===== config.mk =====
export PLATFORM = sky130hd
export DESIGN_NAME = flash_seq_end_flat
export DESIGN_NICKNAME = d
export VERILOG_FILES = /design/src/hw/flash_seq_pkg.sv /design/src/hw/flash_link_if.sv /design/src/hw/flash_seq_end.sv /design/src/flat_wrapper.sv
export VERILOG_INCLUDE_DIRS = /design/src /design/src/hw
export SDC_FILE = /design/constraint.sdc
export NUM_CORES = 1
export LEC_CHECK = 0
export ABC_AREA = 1
export BUFFER_PORTS_ARGS = -buffer_cell sky130_fd_sc_hd__buf_2
export CORE_ASPECT_RATIO = 0.5
export CORE_MARGIN = 3
export CORE_UTILIZATION = 61
export DETAILED_ROUTE_END_ITERATION = 8
export PLACE_DENSITY_LB_ADDON = 0.1
export SYNTH_ARGS = -nofsm -noshare
export SYNTH_HDL_FRONTEND = slang
export SYNTH_SLANG_ARGS = --single-unit

===== constraint.sdc =====
create_clock -name MCLK -period 3.3 [get_ports MCLK]
set_input_delay 0.825 -clock MCLK [delete_from_list [all_inputs] [get_ports MCLK]]
set_output_delay 0.825 -clock MCLK [all_outputs]
set_load 0.005 [all_outputs]

===== src/hw/flash_seq_defs.svh =====
`ifndef FLASH_SEQ_DEFS_SVH
`define FLASH_SEQ_DEFS_SVH

// ************************************************************
// Clock and programming time
// ************************************************************
`define CLK_PERIOD_NS 10
`define PROG_TIME_NS 20000
`define PROG_CYCLES (`PROG_TIME_NS / `CLK_PERIOD_NS)

// ************************************************************
// Unlock key values
// ************************************************************
`define KEY_CODE_FIRST 8'hA5
`define KEY_CODE_SECOND 8'hF1

// ************************************************************
// Field positions inside the device registers
// ************************************************************
`define PSCR_WRITE_EN_BIT 0
`define PSCR_ERASE_EN_BIT 1
`define CACHE_BLOCK_EN_BIT 0

// ************************************************************
// Host command port offsets and fields
// ************************************************************
`define HOST_REG_ADDR_LO 4'h0
`define HOST_REG_ADDR_HI 4'h1
`define HOST_REG_DATA 4'h2
`define HOST_REG_CMD 4'h3
`define HOST_REG_STATUS 4'h4
`define HOST_RESET_BYTE 8'h00

`endif


===== src/hw/flash_seq_pkg.sv =====
package flash_seq_pkg;

  // Kind of access the core puts on the link
  typedef enum logic [1:0]
  {
    OP_CTRL = 2'b00,
    OP_KEY = 2'b01,
    OP_CACHE = 2'b10,
    OP_MOVE = 2'b11
  } link_op_t;

  // Progress through the two-value unlock
  typedef enum logic [1:0]
  {
    KEY_IDLE = 2'b00,
    KEY_HALF = 2'b01,
    KEY_OPEN = 2'b10
  } key_state_t;

endpackage


===== src/hw/flash_link_if.sv =====
`timescale 1ns/1ps
interface flash_link_if #(parameter int ADDR_W = 14);
  import flash_seq_pkg::*;
  logic req_wr;
  link_op_t req_kind;
  logic [ADDR_W-1:0] req_addr;
  logic [7:0] req_data;
  logic busy;
  logic [2:0] ctrl_bits;

  modport dev
  (
    input req_wr,
    input req_kind,
    input req_addr,
    input req_data,
    output busy,
    output ctrl_bits
  );

  modport host
  (
    output req_wr,
    output req_kind,
    output req_addr,
    output req_data,
    input busy,
    input ctrl_bits
  );
endinterface


===== src/hw/flash_seq_end.sv =====
`timescale 1ns/1ps
`include "flash_seq_defs.svh"
module flash_seq_end #(
  parameter int ADDR_W = 14,
  parameter int PROG_CYC = `PROG_CYCLES
)
(
  input wire logic MCLK, // System clock
  input wire logic RST, // Synchronous reset
  input wire logic CE, // Clock enable
  flash_link_if.dev LINK, // Requests from the core
  output logic FLASH_WR, // One-cycle program pulse
  output logic FLASH_PAIR, // Pulse carries two bytes
  output logic [ADDR_W-1:0] FLASH_ADDR, // First byte address
  output logic [15:0] FLASH_DATA, // High byte second, low first
  output logic XRAM_WR, // One-cycle data memory write
  output logic [ADDR_W-1:0] XRAM_ADDR, // Data memory address
  output logic [7:0] XRAM_DATA, // Data memory byte
  output logic BUSY, // Programming in progress
  output logic UNLOCKED // Key pair complete, not yet used
);
  import flash_seq_pkg::*;

  // ************************************************************
  // State
  // ************************************************************
  typedef struct packed {
    logic write_en;
    logic erase_en;
    logic block_en;
    key_state_t key;
    logic unlocked;
    logic cache_valid;
    logic [ADDR_W-1:0] cache_addr;
    logic [7:0] cache_data;
    logic busy;
    logic [15:0] cnt;
    logic fwr;
    logic fpair;
    logic [ADDR_W-1:0] faddr;
    logic [15:0] fdata;
    logic xwr;
    logic [ADDR_W-1:0] xaddr;
    logic [7:0] xdata;
  } seq_state_t;

  seq_state_t st_ff;
  seq_state_t nxt_st;

  // ************************************************************
  // Elaboration checks
  // ************************************************************
  if (PROG_CYC < 1 || PROG_CYC > 65535)
  begin : g_bad_prog
    $error("PROG_CYC must lie between 1 and 65535");
  end
  if (ADDR_W < 9 || ADDR_W > 16)
  begin : g_bad_width
    $error("ADDR_W must lie between 9 and 16");
  end

  localparam logic [15:0] PROG_LOAD = 16'(PROG_CYC);

  // Next state: countdown, register writes, key walk, data moves
  always_comb
  begin
    logic [ADDR_W-1:0] next_addr;
    logic [7:0] kval;
    next_addr = st_ff.cache_addr + {{(ADDR_W-1){1'b0}}, 1'b1};
    kval = LINK.req_data;
    nxt_st = st_ff;
    nxt_st.fwr = 1'b0;
    nxt_st.xwr = 1'b0;
    // Programming time runs down; single and pair load the same count
    if (st_ff.busy)
    begin
      if (st_ff.cnt == 16'h0001)
      begin
        nxt_st.busy = 1'b0;
        nxt_st.cnt = 16'h0000;
      end
      else
        nxt_st.cnt = st_ff.cnt - 16'h0001;
    end
    if (LINK.req_wr)
    begin
      unique case (LINK.req_kind)
        OP_CTRL:
        begin
          // Firmware ordering of these bits is its own business
          nxt_st.write_en = kval[`PSCR_WRITE_EN_BIT];
          nxt_st.erase_en = kval[`PSCR_ERASE_EN_BIT];
        end
        OP_CACHE:
        begin
          nxt_st.block_en = kval[`CACHE_BLOCK_EN_BIT];
          // Leaving block mode throws away an uncommitted byte
          if (!kval[`CACHE_BLOCK_EN_BIT])
            nxt_st.cache_valid = 1'b0;
        end
        OP_KEY:
        begin
          // Keys written during programming are dropped outright
          if (!st_ff.busy)
          begin
            unique case (st_ff.key)
              KEY_IDLE:
                nxt_st.key = (kval == `KEY_CODE_FIRST) ? KEY_HALF : KEY_IDLE;
              KEY_HALF:
                nxt_st.key = (kval == `KEY_CODE_SECOND) ? KEY_OPEN : KEY_IDLE;
              KEY_OPEN:
                nxt_st.key = (kval == `KEY_CODE_FIRST) ? KEY_HALF : KEY_IDLE;
              default:
                nxt_st.key = KEY_IDLE;
            endcase
          end
        end
        OP_MOVE:
        begin
          if (!st_ff.write_en)
          begin
            // Write enable clear: the move goes to data memory
            nxt_st.xwr = 1'b1;
            nxt_st.xaddr = LINK.req_addr;
            nxt_st.xdata = kval;
          end
          else if (!st_ff.busy)
          begin
            // A move to program memory made while not busy uses up a full or partial unlock
            nxt_st.key = KEY_IDLE;
            if (st_ff.key == KEY_OPEN && !st_ff.erase_en)
            begin
              if (!st_ff.block_en)
              begin
                nxt_st.fwr = 1'b1;
                nxt_st.fpair = 1'b0;
                nxt_st.faddr = LINK.req_addr;
                nxt_st.fdata = {8'h00, kval};
                nxt_st.busy = 1'b1;
                nxt_st.cnt = PROG_LOAD;
              end
              else if (st_ff.cache_valid && LINK.req_addr == next_addr)
              begin
                nxt_st.fwr = 1'b1;
                nxt_st.fpair = 1'b1;
                nxt_st.faddr = st_ff.cache_addr;
                nxt_st.fdata = {kval, st_ff.cache_data};
                nxt_st.busy = 1'b1;
                nxt_st.cnt = PROG_LOAD;
                nxt_st.cache_valid = 1'b0;
              end
              else
              begin
                // A non-adjacent byte replaces the cached one, which is lost
                nxt_st.cache_valid = 1'b1;
                nxt_st.cache_addr = LINK.req_addr;
                nxt_st.cache_data = kval;
              end
            end
          end
        end
        default: ;
      endcase
    end
    // Registered copy of the open key state, so the pin carries no decode logic
    nxt_st.unlocked = (nxt_st.key == KEY_OPEN);
  end

  // State register; CE low freezes everything including the countdown
  always_ff @(posedge MCLK)
  begin
    if (RST)
      st_ff <= '0;
    else if (CE)
      st_ff <= nxt_st;
  end

  // ************************************************************
  // Outputs, all taken from the state register
  // ************************************************************
  assign FLASH_WR = st_ff.fwr;
  assign FLASH_PAIR = st_ff.fpair;
  assign FLASH_ADDR = st_ff.faddr;
  assign FLASH_DATA = st_ff.fdata;
  assign XRAM_WR = st_ff.xwr;
  assign XRAM_ADDR = st_ff.xaddr;
  assign XRAM_DATA = st_ff.xdata;
  assign BUSY = st_ff.busy;
  assign UNLOCKED = st_ff.unlocked;
  assign LINK.busy = st_ff.busy;
  assign LINK.ctrl_bits = {st_ff.block_en, st_ff.erase_en, st_ff.write_en};
endmodule


===== src/flat_wrapper.sv =====
// flat-port wrapper written by rule: the top's interface ports become plain ports
module flash_seq_end_flat import flash_seq_pkg::*;
#(
  parameter int ADDR_W = 14,
  parameter int PROG_CYC = `PROG_CYCLES
)
  (MCLK, RST, CE, FLASH_WR, FLASH_PAIR, FLASH_ADDR, FLASH_DATA, XRAM_WR, XRAM_ADDR, XRAM_DATA, BUSY, UNLOCKED, LINK_req_wr, LINK_req_kind, LINK_req_addr, LINK_req_data, LINK_busy, LINK_ctrl_bits);
  flash_link_if #(.ADDR_W(ADDR_W)) LINK_i ();
  input wire logic MCLK;
  input wire logic RST;
  input wire logic CE;
  output logic FLASH_WR;
  output logic FLASH_PAIR;
  output logic [ADDR_W-1:0] FLASH_ADDR;
  output logic [15:0] FLASH_DATA;
  output logic XRAM_WR;
  output logic [ADDR_W-1:0] XRAM_ADDR;
  output logic [7:0] XRAM_DATA;
  output logic BUSY;
  output logic UNLOCKED;
  input wire logic [$bits(LINK_i.req_wr)-1:0] LINK_req_wr;
  input wire logic [$bits(LINK_i.req_kind)-1:0] LINK_req_kind;
  input wire logic [$bits(LINK_i.req_addr)-1:0] LINK_req_addr;
  input wire logic [$bits(LINK_i.req_data)-1:0] LINK_req_data;
  output wire logic [$bits(LINK_i.busy)-1:0] LINK_busy;
  output wire logic [$bits(LINK_i.ctrl_bits)-1:0] LINK_ctrl_bits;
  assign LINK_i.req_wr = LINK_req_wr;
  assign LINK_i.req_kind = LINK_req_kind;
  assign LINK_i.req_addr = LINK_req_addr;
  assign LINK_i.req_data = LINK_req_data;
  assign LINK_busy = LINK_i.busy;
  assign LINK_ctrl_bits = LINK_i.ctrl_bits;
  flash_seq_end #(.ADDR_W(ADDR_W), .PROG_CYC(PROG_CYC)) u_core (.MCLK(MCLK), .RST(RST), .CE(CE), .LINK(LINK_i), .FLASH_WR(FLASH_WR), .FLASH_PAIR(FLASH_PAIR), .FLASH_ADDR(FLASH_ADDR), .FLASH_DATA(FLASH_DATA), .XRAM_WR(XRAM_WR), .XRAM_ADDR(XRAM_ADDR), .XRAM_DATA(XRAM_DATA), .BUSY(BUSY), .UNLOCKED(UNLOCKED));
endmodule

; ---- Word-level counts from Yosys, hierarchy flattened
; Cells that the tools add are included.
[word_totals]
mem_bits_rw = 0
regBits = 101
latchBits = 0
n_memories = 0
output_inout_bits = 61
word_cells = 75
rom_bits = 0
[classes]
eq_ne = 16
n_mul = 0
n_shift = 0
add_sub_neg = 2
n_bitwise = 3
reduce_logical = 13
div_mod_pow = 0
mux = 24
n_lt_le_gt_ge = 0
[op_table]
columns = operator, n
row1 = $mux 72, 5
row2 = $mux 49, 2
row3 = $mux 23, 2
row4 = $mux 22, 1
row5 = $mux 17, 1
row6 = $eq 16x1->1 const B, 1
row7 = $eq 8x8->1 const B, 2
row8 = $mux 16, 1
row9 = $reduce_and 8->1, 2
row10 = $sub 16x1->16 const B, 1
row11 = $add 14x1->14 const B, 1
row12 = $eq 14x14->1, 1
row13 = $mux 2, 5
row14 = $eq 2x2->1 const B, 4
row15 = $pmux 2 s2, 2
row16 = $reduce_and 7->1, 1
row17 = $ne 2x1->1 const B, 3
row18 = $ne 2x2->1 const B, 3
row19 = $reduce_and 3->1, 2
row20 = $eq 2x1->1 const B, 2
row21 = $logic_not 2->1, 2
row22 = $mux 1, 4
row23 = $reduce_and 4->1, 1
row24 = $not 1->1, 3
row25 = 5 further kinds, 6

; ---- Logic depth before layout (Yosys ltp)
; Gate-level depths: netlist of run 1.
[logic_depth]
depth_word = 10
mapped_depth = 17

; ---- Least setup slack after synthesis of run 1
; OpenSTA, ideal clock, no wires.
[synth_timing]
kind = input-to-reg
start = input LINK_req_kind[1]
end = register u_core.st_ff (netlist bit u_core.FLASH_ADDR[9])
arrival_time_ns = 2.177
cell_stages = 10
n_path_buf = 1
required_ns = 3.182
path_slack_ns = 1.005
cell_sequence = nand2_1 nor2_1 inv_1 nor2_2 inv_1 nor4_1 nand2_4 buf_6 nor3_1 nor2_1
[synth_between]
elab_chain_cells = 2
[synth_rtl]
columns = element, line
row1 = "start, declared", flat_wrapper.sv:22  ; input wire logic [$bits(LINK_i.req_kind)-1:0] LINK_req_kind;
row2 = $eq 2x2->1, flash_seq_end.sv:87  ; unique case (LINK.req_kind)
row3 = $reduce_and 7->1 (no line), -
row4 = "end signal, assigned", flash_seq_end.sv:175  ; st_ff <= nxt_st;
row5 = "end, declared", flash_seq_end.sv:47  ; seq_state_t st_ff;
; No other way between the ends.
; A chain may end at the register's enable or synchronous reset.

; ---- Worst setup path in the final report of run 1
[layout_timing]
start = register u_core.st_ff[81] (netlist bit)
end = register u_core.st_ff (netlist bit u_core.FLASH_ADDR[11])
[layout_between]
elab_chain_cells = 5
[layout_rtl]
columns = element, line
row1 = $add 14x1->14, flash_seq_end.sv:69  ; next_addr = st_ff.cache_addr + {{(ADDR_W-1){1'b0}}, 1'b1};
row2 = $eq 14x14->1, flash_seq_end.sv:142  ; else if (st_ff.cache_valid && LINK.req_addr == next_addr)
row3 = $logic_and 1x1->1, flash_seq_end.sv:142
row4 = $ne 2x2->1 (no line), -
row5 = $reduce_and 7->1 (no line), -
; No other way between the ends.

==> impl_metrics.json, run 1 <==
{
  "n_antenna_cell": 0,
  "grt_antenna_before_repair": 0,
  "drive_gt1_frac": 0.180,
  "post_cts_resized": 0,
  "peakVddDrop_mv": 0.294,
  "period_share": 0.812,
  "final_area_um2": 6000,
  "slew_viol_final": 0,
  "fill_cells": 732,
  "synth.cell_area_um2": 5580,
  "setup_violations": 0,
  "final_common_cell": "nand2_1",
  "path_common_cell": "nand2_1",
  "synth_top_area_frac": 0.362,
  "relSlewSlack": 0.538,
  "leakagePower_uw": 0.00267,
  "final-instance-count-excl-fill": 942,
  "place_inst": 926,
  "fin_crit_ns": 2.68,
  "path_clk_slew_ns": 0.07,
  "routed-via-count": 5157,
  "start_util": 0.662,
  "cp-start-kind": "register",
  "path_cells": "ha_1 -> nand3_2 -> nor2_4 -> nand2_1 -> nand2_1 -> nand2_1 -> nand2_1 -> inv_1 -> nand2_1 -> nor2_4 -> nand3_2 -> nand2_4 -> nand2_4 -> clkinv_2 -> o21ai_0 -> a21oi_1",
  "hpwl_um": 9060,
  "ys_seq_area_frac": 0.362,
  "critical-path-max-stage-delay_ns": 0.39,
  "grt_max_degree": 80,
  "cap_violations": 0,
  "status": "completed",
  "drc_errors": 0,
  "finalSetupTns_ns": 0,
  "worst_slew_pin_slew_ns": 0.686,
  "synth-seq-cells": 101,
  "dp_slack_ns": 0.499,
  "final_nets": 856,
  "cp_data_required_time_ns": 3.52,
  "hp-class": "register to register",
  "drtIter0Drc": 333,
  "detail_route.vias_per_cell": 5.47,
  "die_w_um": 141,
  "p_per_area_nw_per_um2": 460,
  "setup.worst_path.class": "register to register",
  "synth_edf_count": 0,
  "setup_ws_ns": 0.621,
  "timing.hold.ws_ns": 0.447,
  "fp.dieH_um": 73.6,
  "crit_arrival_ns": 2.90,
  "ios": 89,
  "yosysWarnings": 0,
  "area_delta_synth_final_pct": 7.56,
  "cp_slowest_cell": "dfxtp_1",
  "hold_viol": 0,
  "cts_root_buffer": "clkbuf_16",
  "cp_max_fo": 22,
  "yosysTopAreaCell": "dfxtp_1",
  "cts_setup_buffers": 0,
  "place_area_um2": 5650,
  "critPathCaptureType": "register",
  "gp_congestion": 0.931,
  "insertion_delay_ns": 0.34,
  "layout_common_cells": "nand2_1, dfxtp_1, nor2_1",
  "portBuffers": 88,
  "dr.pass1.iters": 5,
  "numCtsBuffers": 9,
  "ys_top_cells_by_area": "dfxtp_1, a21oi_1, buf_4, nand2_1, nor2_1",
  "clock_skew_ns": 0.00743,
  "postSynthAreaPerCell_um2": 6.92,
  "core_region_area_um2": 8430,
  "wl_um": 13100,
  "timing.fmax_mhz": 373,
  "grt_pass1_wl_um": 21800,
  "synth_fp_nets": 837,
  "synthFlopType": "dfxtp_1",
  "rsz0062_at_grt": "no",
  "async_flop_share": 0,
  "die_area_um2": 10400,
  "postCtsHoldBufs": 0,
  "overflow": 0,
  "wl_per_cell_um": 13.9,
  "synthCells": 806,
  "clock_path_buffers": 2,
  "htreeDepth": 3,
  "rows": 23,
  "multi_input_area_um2": 2630,
  "clock-sinks": 101,
  "antenna_left": 0,
  "tritoncts": "done",
  "grtUsageTotal": 0.257,
  "grt_pass1_vias": 4736,
  "seq_area_um2": 2020,
  "yosysUniqueCellTypes": 41
}
## metrics by stage
| step | power [uW] | util |
|---|---|---|
| floorplan | 1490 | - |
| global placement | 1560 | 0.671 |
| detailed placement | 1560 | 0.671 |
| CTS | 2780 | 0.712 |
| global route | 2870 | 0.712 |
| finish | 2760 | 0.712 |
## state kept, by name, indices dropped and copies added, names as in the netlist, 3 cells and up
name	flops
u_core.FLASH_DATA	16
u_core.XRAM_DATA	8
u_core.XRAM_ADDR	14
u_core.FLASH_ADDR	14
u_core.LINK.ctrl_bits	3
u_core.st_ff	41
## synthesized netlist by cell type (all sizes together), types with 7 or more instances
cell / count
nand2: 117
inv: 88
clkbuf: 24
o21ai: 94
nor2: 108
xor2: 8
buf: 67
nor3: 29
nand3: 36
or2: 7
a21oi: 96
nand4: 9
dfxtp: 101
## cell families after synthesis
family	share of synthesized area
AOI/OAI and AO/OA	0.182
DFF	0.362
adders and majority gates	0.00673
buffers and inverters	0.166
xor gates and xnor gates	0.0197
and+or+nand+nor	0.263
## layout make-up
| cell class | count | area share |
|---|---|---|
| clock inverters | 6 | 0.0181 |
| repair buffers | 99 | 0.0871 |
| inverters | 89 | 0.0559 |
| clock buffers | 10 | 0.0398 |
| flip-flops and latches | 101 | 0.337 |
| multi-input cells | 525 | 0.439 |
| well taps | 112 | 0.0233 |
## power breakdown
group | internal, uW | switching (uW)
clock network | 762 | 461
logic | 95.4 | 174
registers | 1240 | 24.6
total | 2100 | 659
## worst max-delay path: cells and delay by family, from the launching register on
family | cells | cell delay [ns]
buffers and inverters | 2 | 0.35
adders and majority gates | 1 | 0.25
DFF | 1 | 0.39
AOI/OAI and AO/OA | 2 | 0.42
and+or+nand+nor | 11 | 1.12
## metal layers
metal | routed length, um | track usage | vias to the layer above | part of all wire
met2 | 6080 | 0.445 | 161 | 0.47
li1 | - | - | 2601 | -
met4 | 291 | 0.0849 | 0 | 0.022
met5 | 0 | 0 | - | 0
met1 | 5960 | 0.322 | 2368 | 0.46
met3 | 745 | 0.0566 | 27 | 0.057
## path summary, 6_finish.rpt
check	startpoint	to	slack [ns]	depth (start not counted)
max	u_core.st_ff[81]$_SDFFE_PP0P_	u_core.FLASH_ADDR[11]$_SDFFE_PP0P_	0.62	16
min reg2reg	u_core.st_ff[77]$_SDFFE_PP0P_	u_core.st_ff[77]$_SDFFE_PP0P_	0.45	2
max reg2reg	u_core.st_ff[81]$_SDFFE_PP0P_	u_core.FLASH_ADDR[11]$_SDFFE_PP0P_	0.62	16
min	u_core.st_ff[77]$_SDFFE_PP0P_	u_core.st_ff[77]$_SDFFE_PP0P_	0.45	2
No activity file was read; power rests on OpenSTA's default activity.
==> run 2: changes to the inputs <==
- ABC_AREA: 1 -> 0
- CORE_UTILIZATION: 61 -> 57
- clock period: 3.3 -> 2.7 ns (I/O delays scaled with it)
==> impl_metrics.json, run 2 <==
{
  "detail_route.vias_per_cell": 5.91,
  "routed-via-count": 5006,
  "final_area_um2": 6520,
  "regMostFlops": "u_core.st_ff",
  "slew_viol_final": 0,
  "timing.hold.ws_ns": 0.450,
  "seq_power_share": 0.484,
  "dp_slack_ns": -0.330,
  "yosysWarnings": 0,
  "start_util": 0.601,
  "ys_top_cells_by_area": "dfxtp_1, buf_4, nand2_1, nor2_1, mux2i_1",
  "fin_util": 0.729,
  "grt_antenna_before_repair": 0,
  "period_share": 1.01,
  "grt_pass1_vias": 4280,
  "drtIter0Drc": 451,
  "layout_common_cells": "dfxtp_1, buf_2, nand2_1",
  "fp.dieH_um": 74.7,
  "cp_max_fo": 6,
  "overflow": 0,
  "p_int_uw": 2370,
  "p_per_area_nw_per_um2": 479,
  "violations": "setup timing",
  "crit_arrival_ns": 3.01,
  "numCtsBuffers": 9,
  "synth-seq-cells": 101,
  "clock_path_buffers": 2,
  "dr.pass1.iters": 5,
  "yosysUniqueCellTypes": 61,
  "setup_violations": 14,
  "fin_crit_ns": 2.72,
  "drive_gt1_frac": 0.311,
  "synth_common_cells": "dfxtp_1, nand2_1, nor2_1",
  "fill_cells": 728,
  "largest_reg_flops": 41,
  "rr_endpoint": "u_core.FLASH_ADDR[9]$_SDFFE_PP0P_",
  "synthFlopType": "dfxtp_1",
  "tritoncts": "done",
  "switching_power_uw": 754,
  "relSlewSlack": 0.503,
  "synthCells": 650,
  "worst_slew_pin_slew_ns": 0.745,
  "cts_root_buffer": "clkbuf_16",
  "gp_congestion": 0.870,
  "clock_skew_ns": 0.00848,
  "hpwl_um": 9580,
  "die_w_um": 143,
  "synth_edf_count": 0,
  "yosysTopAreaCell": "dfxtp_1",
  "r2r_cells": 9,
  "critPathCaptureType": "register",
  "n_antenna_cell": 0,
  "htreeDepth": 3,
  "drc_errors": 0,
  "synth.cell_area_um2": 5380,
  "hold_viol": 0,
  "clock-sinks": 101,
  "final_nets": 756,
  "r2r-start": "u_core.st_ff[85]$_SDFFE_PP0P_",
  "ios": 89,
  "postCtsHoldBufs": 0,
  "timing.fmax_mhz": 368,
  "portBuffers": 88,
  "cp-start-kind": "primary input",
  "power_frac_comb": 0.076,
  "insertion_delay_ns": 0.35,
  "crit_path_start": "LINK_req_addr[5]",
  "synth_fp_nets": 681,
  "cp_data_required_time_ns": 2.99,
  "async_flop_share": 0,
  "wl_um": 14600,
  "postSynthAreaPerCell_um2": 8.28,
  "wl_per_cell_um": 17.2,
  "rsz0062_at_grt": "yes",
  "ys_seq_area_frac": 0.376,
  "status": "finished, violations left",
  "rrSetupSlack_ns": 0.01,
  "hp-class": "register to register",
  "yosysMostFrequentCell": "dfxtp_1",
  "leakagePower_uw": 0.00291,
  "antenna_left": 0,
  "grt_pass1_wl_um": 21300,
  "synth_top_area_frac": 0.376,
  "die_area_um2": 10700,
  "setup_ws_ns": -0.0175,
  "area_delta_synth_final_pct": 21.2,
  "rows": 24,
  "worstHoldPathCells": 2,
  "grt_max_degree": 64,
  "swShare": 0.242,
  "final_common_cell": "dfxtp_1",
  "setup.worst_path.class": "primary input to register",
  "peakVddDrop_mv": 0.355,
  "p_clk_frac": 0.441,
  "crit_end": "u_core.FLASH_ADDR[9]$_SDFFE_PP0P_",
  "finalSetupTns_ns": -0.117,
  "core_region_area_um2": 8950,
  "cap_violations": 0,
  "place_area_um2": 5870,
  "path_clk_slew_ns": 0.07,
  "grtUsageTotal": 0.248
}
==> run 2: cell count changes after synthesis, sizes merged, moves of 23 or more <==
cell,before,now
inv,88,11
nor2,108,67
a21oi,96,44
mux2i,0,25
nor3b,0,23
nand2,117,74
o21ai,94,17
==> run 2: power groups by stage <==
| stage | clock, uW | sequential [uW] | combinational (uW) |
|---|---|---|---|
| floorplan | 0 | 1540 | 132 |
| global placement | 0 | 1550 | 221 |
| detailed placement | 0 | 1550 | 223 |
| CTS | 1380 | 1510 | 225 |
| global route | 1450 | 1510 | 258 |
| finish | 1380 | 1510 | 236 |
==> run 2: cell families (layout without fill, tap and decap cells) <==
group,count (synthesis),after routing,synth area share
AOI/OAI and AO/OA,135,135,0.183
xor gates and xnor gates,16,16,0.0261
adders and majority gates,3,3,0.00698
buffers and inverters,109,189,0.118
DFF,101,101,0.376
muxes,25,25,0.0465
and+or+nand+nor,261,261,0.244
==> run 2: metrics by stage <==
stage | std cells | total power (uW)
global route | 847 | 3220
global placement | 817 | 1770
detailed placement | 817 | 1770
CTS | 834 | 3110
floorplan | 650 | 1670
finish | 847 | 3120
==> run 2: area by class of cell <==
type	instances	area, um^2	area share
sequential	101	2030	0.312
multi-input combinational	440	2880	0.442
clock buffer	11	253	0.0388
inverter	12	45.0	0.00691
timing repair buffer	161	1100	0.168
tap	117	146	0.0225
clock inverter	5	65.1	0.00998
==> run 2: how the worst min path moves through the flow <==
stage	from	endpoint
after floorplan	u_core.st_ff[67]$_SDFFE_PP0P_	u_core.st_ff[67]$_SDFFE_PP0P_
after global placement	u_core.XRAM_ADDR[6]$_SDFFE_PP0P_	u_core.XRAM_ADDR[6]$_SDFFE_PP0P_
after detailed placement	u_core.XRAM_ADDR[3]$_SDFFE_PP0P_	u_core.XRAM_ADDR[3]$_SDFFE_PP0P_
after CTS	u_core.XRAM_ADDR[3]$_SDFFE_PP0P_	u_core.XRAM_ADDR[3]$_SDFFE_PP0P_
after global routing	u_core.XRAM_ADDR[3]$_SDFFE_PP0P_	u_core.XRAM_ADDR[3]$_SDFFE_PP0P_
final	u_core.XRAM_DATA[5]$_SDFFE_PP0P_	u_core.XRAM_DATA[5]$_SDFFE_PP0P_
==> run 2: critical path, stage by stage <==
cell and delay (ns):
buf_4 0.13, xnor2_2 0.14, or3_4 0.34, a2111oi_4 0.38, nand4_2 0.14, or4_4 0.50, nor3_4 0.35, buf_6 0.19
a221o_1 0.14
==> run 2: repair_timing <==
| action | in CTS | in global routing |
|---|---|---|
| gates cloned | 0 | 4 |
| setup buffers | 1 | 9 |
| pin swaps | 1 | 9 |
| setup endpoints to repair | 27 | 69 |
| resized for setup | 1 | 55 |
==> run 2: metal layers <==
layer,track usage,vias to the layer above,share of wire
met5,0,-,0
li1,-,2433,-
met3,0.0495,12,0.064
met4,0.0491,0,0.010
met1,0.348,2391,0.46
met2,0.406,170,0.47
==> run 3: changes to the inputs <==
- CORE_MARGIN: 3 -> default
- CORE_UTILIZATION: 57 -> 50
==> impl_metrics.json, run 3 (synthesis results as in run 2) <==
{
  "leakagePower_uw": 0.00294,
  "crit_path_start": "u_core.st_ff[85]$_SDFFE_PP0P_",
  "core_region_area_um2": 10300,
  "status": "finished, violations left",
  "cp_slowest_cell": "or4_4",
  "path_clk_slew_ns": 0.07,
  "grt_pass1_vias": 4194,
  "cts_root_buffer": "clkbuf_16",
  "cap_violations": 0,
  "die_w_um": 149,
  "r2r_cells": 10,
  "portBuffers": 88,
  "path_cells": "nand4_1 -> buf_6 -> nor3_1 -> o311ai_1 -> o311a_4 -> or4_4 -> nor3_4 -> buf_4 -> buf_6 -> a221o_1",
  "die_area_um2": 11200,
  "dr.pass1.iters": 5,
  "gp_congestion": 0.871,
  "grt_antenna_before_repair": 0,
  "area_delta_synth_final_pct": 22.4,
  "fp.dieH_um": 75.3,
  "cp_max_fo": 6,
  "setup_ws_ns": -0.00578,
  "grt_pass1_wl_um": 21700,
  "tritoncts": "done",
  "drive_gt1_frac": 0.306,
  "cp-start-kind": "register",
  "numCtsBuffers": 9,
  "setup_violations": 5,
  "worst_slew_pin_slew_ns": 0.502,
  "critPathBufInv": 3,
  "hpwl_um": 9660,
  "period_share": 1.00,
  "overflow": 0,
  "r2r-start": "u_core.st_ff[85]$_SDFFE_PP0P_",
  "largest_reg_flops": 41,
  "worst-path-stages": 10,
  "cp_data_required_time_ns": 2.99,
  "min_from": "u_core.XRAM_ADDR[5]$_SDFFE_PP0P_",
  "crit_arrival_ns": 3.00,
  "place_inst": 845,
  "routed-via-count": 4926,
  "final-instance-count-excl-fill": 871,
  "slew_viol_final": 0,
  "start_util": 0.520,
  "cp_top_family": "simple AND/OR/NAND/NOR gates",
  "violations": "setup timing",
  "grt_max_degree": 42,
  "final_nets": 758,
  "rows": 26,
  "finalSetupTns_ns": -0.0182,
  "detail_route.vias_per_cell": 5.66,
  "rr_endpoint": "u_core.FLASH_ADDR[8]$_SDFFE_PP0P_",
  "insertion_delay_ns": 0.34,
  "n_antenna_cell": 0,
  "layout_common_cells": "dfxtp_1, buf_2, nand2_1",
  "critical-path-max-stage-delay_ns": 0.61,
  "critPathCaptureType": "register",
  "final_common_cell": "dfxtp_1",
  "drc_errors": 0,
  "peakVddDrop_mv": 0.322,
  "wl_um": 14200,
  "hold_viol": 0,
  "htreeDepth": 3,
  "p_per_area_nw_per_um2": 484,
  "wl_per_cell_um": 16.3,
  "postCtsHoldBufs": 0,
  "rrSetupSlack_ns": -0.006,
  "hp-class": "register to register",
  "clock_skew_ns": 0.00521,
  "clock-sinks": 101,
  "regMostFlops": "u_core.st_ff",
  "setup.worst_path.class": "register to register",
  "path_common_cell": "buf_6",
  "clock_path_buffers": 2,
  "crit_end": "u_core.FLASH_ADDR[8]$_SDFFE_PP0P_",
  "rsz0062_at_grt": "yes",
  "drtIter0Drc": 235,
  "ios": 89,
  "relSlewSlack": 0.661,
  "fin_crit_ns": 2.71,
  "timing.fmax_mhz": 370,
  "fin_util": 0.636,
  "dp_slack_ns": -0.367,
  "grtUsageTotal": 0.251,
  "antenna_left": 0,
  "fill_cells": 890
}
[run 3: final cells by class]
class | instances | area (um^2) | area share
multi-input combinational | 440 | 2890 | 0.439
sequential | 101 | 2030 | 0.309
timing repair buffer | 163 | 1110 | 0.169
clock buffer | 12 | 267 | 0.0405
tap | 140 | 175 | 0.0266
clock inverter | 3 | 67.6 | 0.0103
inverter | 12 | 45.0 | 0.00684
[run 3: routing by layer]
metal	track usage	up-vias	routed length, um
li1	-	2422	-
met1	0.347	2368	6910
met2	0.406	127	6550
met3	0.0527	9	678
met4	0.0561	0	100
met5	0	-	0
[run 3: power breakdown]
group / internal, uW / total, uW / switching [uW]
logic: 94.5 / 245 / 151
registers: 1500 / 1510 / 10.1
clock network: 883 / 1430 / 550
[run 3: worst register-to-register path: cells and delay by family (launching register included)]
family	cells	cell delay, ns
simple gates	4	1.30
compound gates	3	0.51
buf+inv	3	0.49
flops	1	0.35
[run 3: stage by stage]
step	cell area (um^2)	hold WS, ns	total power (uW)
floorplan	5380	0.427	1670
global placement	5950	0.439	1780
detailed placement	5950	0.445	1780
CTS	6290	0.454	3200
global route	6580	0.470	3310
finish	6580	0.451	3190
[run 3: what timing repair did]
| item | in CTS | in global routing |
|---|---|---|
| cloned | 0 | 3 |
| setup endpoints to repair | 34 | 64 |
| setup buffers | 0 | 8 |
| pin swaps | 1 | 11 |
| resized for setup | 3 | 48 |
[run 3: worst min path at each step]
| stage | slack, ns | cells past startpoint | to |
|---|---|---|---|
| floorplan | 0.43 | 1 | u_core.st_ff[67]$_SDFFE_PP0P_ |
| global placement | 0.44 | 2 | u_core.XRAM_ADDR[5]$_SDFFE_PP0P_ |
| detailed placement | 0.44 | 2 | u_core.XRAM_DATA[4]$_SDFFE_PP0P_ |
| CTS | 0.45 | 2 | u_core.XRAM_DATA[4]$_SDFFE_PP0P_ |
| global route | 0.47 | 2 | u_core.XRAM_ADDR[1]$_SDFFE_PP0P_ |
| finish | 0.45 | 2 | u_core.XRAM_ADDR[5]$_SDFFE_PP0P_ |
